## src/pkg/asr_defs.svh

```systemverilog
// Constants for the accumulator saturate and round datapath
// Assumes a 40-bit accumulator pair, 16-bit data words, APB register access
//
// Summary of operation
// - Sticky limit flag updates per add; software clears
// - Overflow detected at bit 31 or bit 39
// - Saturation off: limit flag follows bit 39 overflow
// - Trap enabled, saturation off: flag set traps
// - Combined guard and sticky bits are ORs
// - Bit-39 mode clamps to 40-bit extremes
// - Bit-31 mode clamps to 32-bit extremes
// - Bit-31 mode never sets guard overflow
// - Catastrophic mode wraps, flag from bit 39
// - MAC write-back of rounded other high word
// - Register-direct write-back loads pointer register
// - Indirect write-back uses pointer, then adds 2
// - Round mode bit picks conventional or convergent
// - No rounding: truncate, drop low word
// - Conventional: increment when low word >= 0x8000
// - Convergent tie: increment only if bit 16 set
// - Store truncated or rounded target accumulator
// - Round output is 16-bit 1.15, wraps without saturation
`ifndef ASR_DEFS_SVH
`define ASR_DEFS_SVH

// =====================================================================
// Register byte addresses
`define ASR_CORE_CTRL_ADDR   12'h000
`define ASR_IRQ_CTRL1_ADDR   12'h004
`define ASR_STATUS_ADDR      12'h008
`define ASR_IRQ_STAT_ADDR    12'h00C
`define ASR_IRQ_MASK_ADDR    12'h010
`define ASR_WB_PTR_ADDR      12'h014
`define ASR_ACC_A_LO_ADDR    12'h018
`define ASR_ACC_A_HI_ADDR    12'h01C
`define ASR_ACC_B_LO_ADDR    12'h020
`define ASR_ACC_B_HI_ADDR    12'h024

// =====================================================================
// Field positions
`define ASR_CC_ROUND_SEL_BIT 0
`define ASR_CC_SATA_EN_BIT   1
`define ASR_CC_SATB_EN_BIT   2
`define ASR_CC_SATA_W40_BIT  3
`define ASR_CC_SATB_W40_BIT  4
`define ASR_IC_TRAP_EN_BIT   0
`define ASR_ST_LIMIT_A_BIT   0
`define ASR_ST_LIMIT_B_BIT   1
`define ASR_ST_GUARD_A_BIT   2
`define ASR_ST_GUARD_B_BIT   3
`define ASR_ST_LIMIT_ANY_BIT 4
`define ASR_ST_GUARD_ANY_BIT 5
`define ASR_EV_SAT_A_BIT     0
`define ASR_EV_SAT_B_BIT     1
`define ASR_EV_TRAP_BIT      2

// =====================================================================
// Saturation limits and reset values
`define ASR_MAX40            40'h7F_FFFF_FFFF
`define ASR_MIN40            40'h80_0000_0000
`define ASR_MAX32            40'h00_7FFF_FFFF
`define ASR_MIN32            40'hFF_8000_0000
`define ASR_HALF_LSW         16'h8000
`define ASR_WB_STEP          16'h0002
`define ASR_CORE_CTRL_RST    5'h00
`define ASR_WB_PTR_RST       16'h0000

`endif

```

## src/pkg/asr_pkg.sv

```systemverilog
// Types shared by the accumulator saturate and round datapath
// Assumes asr_defs.svh supplies all numeric constants
package asr_pkg;
   // Overflow handling mode of one accumulator
   typedef enum logic [1:0] {
      ASR_MODE_SAT40,
      ASR_MODE_SAT32,
      ASR_MODE_CATASTROPHIC
   } asr_mode_type;

   // Accumulator operation requested by the decoder
   typedef enum logic [2:0] {
      ASR_OP_NONE,
      ASR_OP_ADD,
      ASR_OP_STORE,
      ASR_OP_MAC,
      ASR_OP_MAC_NOWB
   } asr_op_type;

   // Write-back addressing mode
   typedef enum logic [1:0] {
      ASR_WB_NONE,
      ASR_WB_DIRECT,
      ASR_WB_INDIRECT_INC
   } asr_wb_type;
endpackage : asr_pkg

```

## src/asr_round.sv

```systemverilog
// Round logic: 40-bit accumulator to 16-bit 1.15 word
// Assumes purely combinational use by the accumulator datapath
`timescale 1ns/1ps
`default_nettype none
`include "asr_defs.svh"
module asr_round (
   input  wire logic [39:0] acc,
   input  wire logic        round_en,
   input  wire logic        convergent,
   output logic      [15:0] word
);
   // =====================================================================
   // Round decision
   logic [15:0] acc_high_word;
   logic [15:0] acc_low_word;
   logic        bump;

   // Select increment of high word
   always_comb begin
      acc_high_word = acc[31:16];
      acc_low_word  = acc[15:0];
      bump          = 1'b0;
      if (round_en) begin
         if (convergent && acc_low_word == `ASR_HALF_LSW) begin
            bump = acc[16];
         end else begin
            bump = acc_low_word[15];
         end
      end
      word = acc_high_word + {15'h0000, bump};
   end
endmodule : asr_round
`default_nettype wire

```

## src/asr_sat.sv

```systemverilog
// Saturation stage for one accumulator result
// Assumes a 41-bit signed sum from the adder/subtracter
`timescale 1ns/1ps
`default_nettype none
`include "asr_defs.svh"
module asr_sat (
   input  wire logic [40:0]          sum,
   input  wire asr_pkg::asr_mode_type mode,
   output logic      [39:0]          result,
   output logic                      limit_hit,
   output logic                      guard_ovf
);
   // =====================================================================
   // Overflow detection and clamp
   logic ovf39;
   logic ovf31;

   always_comb begin
      ovf39     = sum[40] ^ sum[39];
      ovf31     = ~((sum[40:31] == 10'h000) || (sum[40:31] == 10'h3FF));
      result    = sum[39:0];
      limit_hit = 1'b0;
      guard_ovf = 1'b0;
      unique case (mode)
         asr_pkg::ASR_MODE_SAT40: begin
            guard_ovf = ovf31;
            limit_hit = ovf39;
            if (ovf39) begin
               result = sum[40] ? `ASR_MIN40 : `ASR_MAX40;
            end
         end
         asr_pkg::ASR_MODE_SAT32: begin
            guard_ovf = 1'b0;
            limit_hit = ovf31;
            if (ovf31) begin
               result = sum[40] ? `ASR_MIN32 : `ASR_MAX32;
            end
         end
         asr_pkg::ASR_MODE_CATASTROPHIC: begin
            guard_ovf = ovf31;
            limit_hit = ovf39;
         end
         default: ;
      endcase
   end
endmodule : asr_sat
`default_nettype wire

```

## src/asr_top.sv

```systemverilog
// Accumulator saturation, overflow flags, write-back and store rounding
// Assumes APB master, decoder operation strobes synchronous to pclk
//
// Chosen here: the register offsets and the APB register port.
`timescale 1ns/1ps
`default_nettype none
`include "asr_defs.svh"
module asr_top (
   input  wire logic                    pclk,
   input  wire logic                    presetn,
   input  wire logic                    psel,
   input  wire logic                    penable,
   input  wire logic                    pwrite,
   input  wire logic [11:0]             paddr,
   input  wire logic [31:0]             pwdata,
   output logic      [31:0]             prdata,
   output logic                         pready,
   output logic                         pslverr,
   input  wire logic                    op_valid,
   input  wire asr_pkg::asr_op_type     op_kind,
   input  wire logic                    op_target_b,
   input  wire logic                    op_subtract,
   input  wire logic [39:0]             op_operand,
   input  wire logic                    op_round,
   input  wire asr_pkg::asr_wb_type     op_wb_mode,
   output logic                         xbus_wr_q,
   output logic      [15:0]             xbus_addr_q,
   output logic      [15:0]             xbus_data_q,
   output logic                         arith_trap_q,
   output logic                         irq
);
   // =====================================================================
   // Register state
   logic [4:0]  core_control_reg_q, core_control_reg_d;
   logic        irq_control_reg_one_q, irq_control_reg_one_d;
   logic [15:0] writeback_pointer_reg_q, writeback_pointer_reg_d;
   logic [39:0] acc_a_q, acc_a_d, acc_b_q, acc_b_d;
   logic        acc_a_sticky_limit_flag_q, acc_a_sticky_limit_flag_d;
   logic        acc_b_sticky_limit_flag_q, acc_b_sticky_limit_flag_d;
   logic        acc_a_guard_overflow_q, acc_a_guard_overflow_d;
   logic        acc_b_guard_overflow_q, acc_b_guard_overflow_d;
   logic [2:0]  irq_stat_q, irq_stat_d;
   logic [2:0]  irq_mask_q, irq_mask_d;
   logic        xbus_wr_d, arith_trap_d;
   logic [15:0] xbus_addr_d, xbus_data_d;
   logic [31:0] prdata_d;

   // Combined status bits
   logic either_acc_sticky_limit;
   logic either_acc_guard_overflow;

   // =====================================================================
   // Mode selection per accumulator
   function automatic asr_pkg::asr_mode_type pick_mode(input logic en, input logic w40);
      if (!en) begin
         pick_mode = asr_pkg::ASR_MODE_CATASTROPHIC;
      end else if (w40) begin
         pick_mode = asr_pkg::ASR_MODE_SAT40;
      end else begin
         pick_mode = asr_pkg::ASR_MODE_SAT32;
      end
   endfunction : pick_mode

   asr_pkg::asr_mode_type mode_a, mode_b, mode_t;
   logic        round_mode_select;
   logic        tgt_sat_en;

   always_comb begin
      mode_a = pick_mode(core_control_reg_q[`ASR_CC_SATA_EN_BIT],
                         core_control_reg_q[`ASR_CC_SATA_W40_BIT]);
      mode_b = pick_mode(core_control_reg_q[`ASR_CC_SATB_EN_BIT],
                         core_control_reg_q[`ASR_CC_SATB_W40_BIT]);
      mode_t = op_target_b ? mode_b : mode_a;
      tgt_sat_en = op_target_b ? core_control_reg_q[`ASR_CC_SATB_EN_BIT]
                               : core_control_reg_q[`ASR_CC_SATA_EN_BIT];
      round_mode_select = core_control_reg_q[`ASR_CC_ROUND_SEL_BIT];
   end

   // =====================================================================
   // Adder/subtracter and saturation of the target accumulator
   logic [39:0] tgt_acc, oth_acc;
   logic [40:0] sum;
   logic [39:0] sat_result;
   logic        limit_hit, guard_ovf;

   always_comb begin
      tgt_acc = op_target_b ? acc_b_q : acc_a_q;
      oth_acc = op_target_b ? acc_a_q : acc_b_q;
      if (op_subtract) begin
         sum = {tgt_acc[39], tgt_acc} - {op_operand[39], op_operand};
      end else begin
         sum = {tgt_acc[39], tgt_acc} + {op_operand[39], op_operand};
      end
   end

   asr_sat u_sat (
      .sum       (sum),
      .mode      (mode_t),
      .result    (sat_result),
      .limit_hit (limit_hit),
      .guard_ovf (guard_ovf)
   );

   // =====================================================================
   // Round logic: store uses target, write-back uses other accumulator
   logic        is_store;
   logic [39:0] round_src;
   logic        round_en;
   logic [15:0] round_word;

   always_comb begin
      is_store  = (op_kind == asr_pkg::ASR_OP_STORE);
      round_src = is_store ? tgt_acc : oth_acc;
      round_en  = is_store ? op_round : 1'b1;
   end

   asr_round u_round (
      .acc        (round_src),
      .round_en   (round_en),
      .convergent (round_mode_select),
      .word       (round_word)
   );

   // =====================================================================
   // APB decode
   logic apb_wr, apb_rd, apb_hit;

   always_comb begin
      apb_wr  = psel && penable && pwrite;
      apb_rd  = psel && penable && !pwrite;
      pready  = 1'b1;
      unique case (paddr)
         `ASR_CORE_CTRL_ADDR, `ASR_IRQ_CTRL1_ADDR, `ASR_STATUS_ADDR,
         `ASR_IRQ_STAT_ADDR, `ASR_IRQ_MASK_ADDR, `ASR_WB_PTR_ADDR,
         `ASR_ACC_A_LO_ADDR, `ASR_ACC_A_HI_ADDR, `ASR_ACC_B_LO_ADDR,
         `ASR_ACC_B_HI_ADDR: apb_hit = 1'b1;
         default:            apb_hit = 1'b0;
      endcase
      pslverr = psel && penable && !apb_hit;
   end

   // =====================================================================
   // Datapath and register next state
   logic sat_evt_a, sat_evt_b, trap_evt;
   logic do_arith, do_wb;

   always_comb begin
      core_control_reg_d        = core_control_reg_q;
      irq_control_reg_one_d     = irq_control_reg_one_q;
      writeback_pointer_reg_d   = writeback_pointer_reg_q;
      acc_a_d                   = acc_a_q;
      acc_b_d                   = acc_b_q;
      acc_a_sticky_limit_flag_d = acc_a_sticky_limit_flag_q;
      acc_b_sticky_limit_flag_d = acc_b_sticky_limit_flag_q;
      acc_a_guard_overflow_d    = acc_a_guard_overflow_q;
      acc_b_guard_overflow_d    = acc_b_guard_overflow_q;
      irq_mask_d                = irq_mask_q;
      xbus_wr_d                 = 1'b0;
      xbus_addr_d               = xbus_addr_q;
      xbus_data_d               = xbus_data_q;
      do_arith = op_valid && (op_kind == asr_pkg::ASR_OP_ADD || op_kind == asr_pkg::ASR_OP_MAC
                              || op_kind == asr_pkg::ASR_OP_MAC_NOWB);
      do_wb    = op_valid && (op_kind == asr_pkg::ASR_OP_MAC)
                 && (op_wb_mode != asr_pkg::ASR_WB_NONE);
      sat_evt_a = do_arith && !op_target_b && limit_hit;
      sat_evt_b = do_arith && op_target_b && limit_hit;
      trap_evt  = (sat_evt_a || sat_evt_b) && !tgt_sat_en
                  && irq_control_reg_one_q;

      // Software writes first, so hardware sets win
      if (apb_wr) begin
         unique case (paddr)
            `ASR_CORE_CTRL_ADDR: core_control_reg_d = pwdata[4:0];
            `ASR_IRQ_CTRL1_ADDR: irq_control_reg_one_d = pwdata[`ASR_IC_TRAP_EN_BIT];
            `ASR_STATUS_ADDR: begin
               acc_a_sticky_limit_flag_d = pwdata[`ASR_ST_LIMIT_A_BIT];
               acc_b_sticky_limit_flag_d = pwdata[`ASR_ST_LIMIT_B_BIT];
               acc_a_guard_overflow_d    = pwdata[`ASR_ST_GUARD_A_BIT];
               acc_b_guard_overflow_d    = pwdata[`ASR_ST_GUARD_B_BIT];
            end
            `ASR_IRQ_MASK_ADDR:  irq_mask_d = pwdata[2:0];
            `ASR_WB_PTR_ADDR:    writeback_pointer_reg_d = pwdata[15:0];
            `ASR_ACC_A_LO_ADDR:  acc_a_d[31:0] = pwdata;
            `ASR_ACC_A_HI_ADDR:  acc_a_d[39:32] = pwdata[7:0];
            `ASR_ACC_B_LO_ADDR:  acc_b_d[31:0] = pwdata;
            `ASR_ACC_B_HI_ADDR:  acc_b_d[39:32] = pwdata[7:0];
            default: ;
         endcase
      end

      // Accumulate into target, update flags
      if (do_arith) begin
         if (op_target_b) begin
            acc_b_d = sat_result;
            acc_b_guard_overflow_d = acc_b_guard_overflow_d | guard_ovf;
            acc_b_sticky_limit_flag_d = acc_b_sticky_limit_flag_d | limit_hit;
         end else begin
            acc_a_d = sat_result;
            acc_a_guard_overflow_d = acc_a_guard_overflow_d | guard_ovf;
            acc_a_sticky_limit_flag_d = acc_a_sticky_limit_flag_d | limit_hit;
         end
      end

      // Store and indirect write-back over the X bus; direct write-back loads the pointer
      if (op_valid && is_store) begin
         xbus_wr_d   = 1'b1;
         xbus_addr_d = writeback_pointer_reg_q;
         xbus_data_d = round_word;
      end else if (do_wb) begin
         if (op_wb_mode == asr_pkg::ASR_WB_DIRECT) begin
            writeback_pointer_reg_d = round_word;
         end else begin
            xbus_wr_d   = 1'b1;
            xbus_addr_d = writeback_pointer_reg_q;
            xbus_data_d = round_word;
            writeback_pointer_reg_d = writeback_pointer_reg_q + `ASR_WB_STEP;
         end
      end
      arith_trap_d = trap_evt;
   end

   // =====================================================================
   // Interrupt status: sticky, cleared by read, set wins
   always_comb begin
      irq_stat_d = irq_stat_q;
      if (apb_rd && paddr == `ASR_IRQ_STAT_ADDR) begin
         irq_stat_d = 3'h0;
      end
      irq_stat_d[`ASR_EV_SAT_A_BIT] = irq_stat_d[`ASR_EV_SAT_A_BIT] | sat_evt_a;
      irq_stat_d[`ASR_EV_SAT_B_BIT] = irq_stat_d[`ASR_EV_SAT_B_BIT] | sat_evt_b;
      irq_stat_d[`ASR_EV_TRAP_BIT]  = irq_stat_d[`ASR_EV_TRAP_BIT] | trap_evt;
      irq = |(irq_stat_q & irq_mask_q);
   end

   // Combined status and read mux
   always_comb begin
      either_acc_sticky_limit   = acc_a_sticky_limit_flag_q | acc_b_sticky_limit_flag_q;
      either_acc_guard_overflow = acc_a_guard_overflow_q | acc_b_guard_overflow_q;
      prdata_d = 32'h0000_0000;
      if (apb_rd) begin
         unique case (paddr)
            `ASR_CORE_CTRL_ADDR: prdata_d = {27'h000_0000, core_control_reg_q};
            `ASR_IRQ_CTRL1_ADDR: prdata_d = {31'h0000_0000, irq_control_reg_one_q};
            `ASR_STATUS_ADDR: prdata_d = {26'h000_0000, either_acc_guard_overflow,
                                          either_acc_sticky_limit, acc_b_guard_overflow_q,
                                          acc_a_guard_overflow_q, acc_b_sticky_limit_flag_q,
                                          acc_a_sticky_limit_flag_q};
            `ASR_IRQ_STAT_ADDR:  prdata_d = {29'h0000_0000, irq_stat_q};
            `ASR_IRQ_MASK_ADDR:  prdata_d = {29'h0000_0000, irq_mask_q};
            `ASR_WB_PTR_ADDR:    prdata_d = {16'h0000, writeback_pointer_reg_q};
            `ASR_ACC_A_LO_ADDR:  prdata_d = acc_a_q[31:0];
            `ASR_ACC_A_HI_ADDR:  prdata_d = {24'h00_0000, acc_a_q[39:32]};
            `ASR_ACC_B_LO_ADDR:  prdata_d = acc_b_q[31:0];
            `ASR_ACC_B_HI_ADDR:  prdata_d = {24'h00_0000, acc_b_q[39:32]};
            default:             prdata_d = 32'h0000_0000;
         endcase
      end
   end

   // Read data is combinational from state during access
   assign prdata = prdata_d;

   // =====================================================================
   // State registers
   always_ff @(posedge pclk or negedge presetn) begin
      if (!presetn) begin
         core_control_reg_q        <= `ASR_CORE_CTRL_RST;
         irq_control_reg_one_q     <= 1'b0;
         writeback_pointer_reg_q   <= `ASR_WB_PTR_RST;
         acc_a_q                   <= 40'h00_0000_0000;
         acc_b_q                   <= 40'h00_0000_0000;
         acc_a_sticky_limit_flag_q <= 1'b0;
         acc_b_sticky_limit_flag_q <= 1'b0;
         acc_a_guard_overflow_q    <= 1'b0;
         acc_b_guard_overflow_q    <= 1'b0;
         irq_stat_q                <= 3'h0;
         irq_mask_q                <= 3'h0;
         xbus_wr_q                 <= 1'b0;
         xbus_addr_q               <= 16'h0000;
         xbus_data_q               <= 16'h0000;
         arith_trap_q              <= 1'b0;
      end else begin
         core_control_reg_q        <= core_control_reg_d;
         irq_control_reg_one_q     <= irq_control_reg_one_d;
         writeback_pointer_reg_q   <= writeback_pointer_reg_d;
         acc_a_q                   <= acc_a_d;
         acc_b_q                   <= acc_b_d;
         acc_a_sticky_limit_flag_q <= acc_a_sticky_limit_flag_d;
         acc_b_sticky_limit_flag_q <= acc_b_sticky_limit_flag_d;
         acc_a_guard_overflow_q    <= acc_a_guard_overflow_d;
         acc_b_guard_overflow_q    <= acc_b_guard_overflow_d;
         irq_stat_q                <= irq_stat_d;
         irq_mask_q                <= irq_mask_d;
         xbus_wr_q                 <= xbus_wr_d;
         xbus_addr_q               <= xbus_addr_d;
         xbus_data_q               <= xbus_data_d;
         arith_trap_q              <= arith_trap_d;
      end
   end
endmodule : asr_top
`default_nettype wire
```

## config.mk

```make
export PLATFORM = sky130hd
export DESIGN_NAME = asr_top
export DESIGN_NICKNAME = d
export VERILOG_FILES = /design/src/pkg/asr_pkg.sv /design/src/asr_round.sv /design/src/asr_sat.sv /design/src/asr_top.sv
export VERILOG_INCLUDE_DIRS = /design/src /design/src/pkg
export SDC_FILE = /design/constraint.sdc
export NUM_CORES = 1
export LEC_CHECK = 0
export BUFFER_PORTS_ARGS = -buffer_cell sky130_fd_sc_hd__buf_2
export CORE_UTILIZATION = 65
export DETAILED_ROUTE_END_ITERATION = 8
export PLACE_DENSITY_LB_ADDON = 0.15
export SYNTH_ARGS = -nofsm -noshare
export SYNTH_HDL_FRONTEND = slang
export SYNTH_HIERARCHICAL = 1
export SYNTH_SLANG_ARGS = --single-unit
```

## constraint.sdc

```tcl
create_clock -name pclk -period 11.8 [get_ports pclk]
set_input_delay 1.77 -clock pclk [delete_from_list [all_inputs] [get_ports pclk]]
set_output_delay 1.77 -clock pclk [all_outputs]
set_load 0.02 [all_outputs]
```

==> reports/metrics.yaml <==
run:
  drv_cap: 0
grt:
  grt_pass1_vias: 11120
  grt_pass1_wl_mm: 60.39
  use_met2_pct: 59.37
  track_usage_pct: 38.25
  grt_max_degree: 94
  antenna_found_initial: 0
  gr-usage-met1_pct: 54.82
  grt-ovfl-total: 0
  use_met3_pct: 5.518
  grt_most_used_layer: "met2"
die:
  dieWidth_um: 142.5
  core_um2: 19400
  io_pins: 167
  start_util_pct: 66.16
  die_area_um2: 20310
  rows: 51
  die_h_um: 142.5
setup_path:
  cp_top_family: "compound AO/OA/AOI/OAI gates"
  crit_top_cell: "nor2_1"
  cp_slowest_stage_delay_ns: 0.54
  setup.worst_path.class: "in2reg"
  crit_required_ns: 12.05
  cp_num_buf_inv: 3
  cp_slowest_cell: "or4_4"
  crit_fanout: 32
  start_kind: "primary input"
  cp.arrival_ns: 8.13
  endpoint_kind: "flop"
sta:
  slew_headroom_pct: 26.36
  worst_pin_slew_ns: 1.105
  min_period_ns: 7.876
  hold_viol: 0
  setup_viol: 0
  fmax_mhz: 127.0
  setup_tns_ns: 0
  rsz0062_at_grt: "false"
  fin_skew_ns: 0.01597
  hold_ws_ns: 0.5011
  drv_slew: 0
  layout_worst_path_cycle_share_pct: 66.74
  fin_ws_ns: 3.924
clock_network:
  cts.hold.buffers_added: 0
  clock_latency_ns: 0.43
  cts.htree.levels: 4
  cts_resized: 0
  cts_tree: "built"
  cts_max_path_buffers: 2
  clock-root-buffer: "clkbuf_16"
  numCtsBuffers: 17
  clk_pin_slew_worst_paths_ns: 0.06
  post-cts-setup-buffers: 0
  clock-sinks: 146
placed_design:
  placed_cell_area_um2: 13690
  dp_slack_ns: 3.637
  gp_routability_congestion: 0.9661
  portBuffers: 165
  place_hpwl_mm: 27.66
drt:
  drtIter0Drc: 1236
  ant_nets: 0
  first_pass_iters: 6
  wl_per_cell_um: 20.59
  drc: 0
  drt-total-wl_mm: 38.49
  via_per_inst: 6.499
  num_vias: 12150
power_and_ir_drop:
  peakVddDrop_mv: 0.1328
  powerDensity_nw_per_um2: 265.0
  leakage_nw: 5.959
finish:
  final_area_um2: 14370
  drive_above_1_share_pct: 24.06
  antenna_cells: 0
  syn2layout_area_growth_pct: 11.99
  fin_nets: 1737
  finish.utilization_pct: 74.09
run_status:
  status: "complete, no violations"
synthesis:
  syn_inst: 1492
  syn_area_per_cell_um2: 8.602
  post_synth_instance_area_um2: 12830
  synth_fp_nets: 1638
  synth-warning-count: 6
min_path:
  hold_path_class: "reg2reg"
[cell usage in the layout, fill, tap and decap left out, drive strengths merged, types with 37 or more instances in the layout]
cell type	n
nor2	182
buf	178
o21ai	102
nand3	37
ha	47
xnor2	75
mux2i	107
mux2	122
nand2	112
dfrtp	146
a21oi	152
inv	37
[path summary, 6_finish.rpt]
path,start,to,slack (ns),cells after the start
max,op_operand[8],acc_a_q[16],3.92,25
min,xbus_addr_q[6],xbus_addr_q[6],0.50,1
max reg2reg,acc_b_q[0],acc_a_q[16],6.09,21
min reg2reg,xbus_addr_q[6],xbus_addr_q[6],0.50,1
max in group asynchronous,presetn,acc_a_q[2],9.16,2
min in group asynchronous,presetn,writeback_pointer_reg_q[1],1.43,1
[area by class of cell]
cell class	instances	area, µm²
multi-input cells	1214	8645
well taps	265	331.6
inverters	34	127.6
clock inverters	12	249.0
repair buffers	178	929.6
clock buffers	20	436.7
fillers	1524	5026
flip-flops and latches	146	3654
[where the power goes]
part / switching [mW] / internal, mW
Clock: 0.224 / 0.420
Combinational: 1.34 / 0.903
Sequential: 0.215 / 0.709
[flip-flops by register name, summed over array words and instances (netlist names)]
| register | count |
|---|---|
| acc_a_guard_overflow_q | 1 |
| acc_a_q | 40 |
| acc_a_sticky_limit_flag_q | 1 |
| acc_b_guard_overflow_q | 1 |
| acc_b_q | 40 |
| acc_b_sticky_limit_flag_q | 1 |
| arith_trap_q | 1 |
| core_control_reg_q | 5 |
| irq_control_reg_one_q | 1 |
| irq_mask_q | 3 |
| irq_stat_q | 3 |
| writeback_pointer_reg_q | 16 |
| xbus_addr_q | 16 |
| xbus_data_q | 16 |
| xbus_wr_q | 1 |
[through the flow]
| stage | std cells | total power [mW] |
|---|---|---|
| after floorplan | 1492 | 2.478 |
| after global placement | 1837 | 3.042 |
| after detailed placement | 1837 | 3.080 |
| after CTS | 1869 | 3.746 |
| after global routing | 1869 | 4.048 |
| final | 1869 | 3.809 |
[layer usage]
layer | up-vias | wire length, µm
met5 | - | 0
met4 | 0 | 936
met3 | 71 | 3817
met2 | 741 | 17400
met1 | 5745 | 16340
li1 | 5589 | -
No activity file was read; power rests on OpenSTA's default activity.
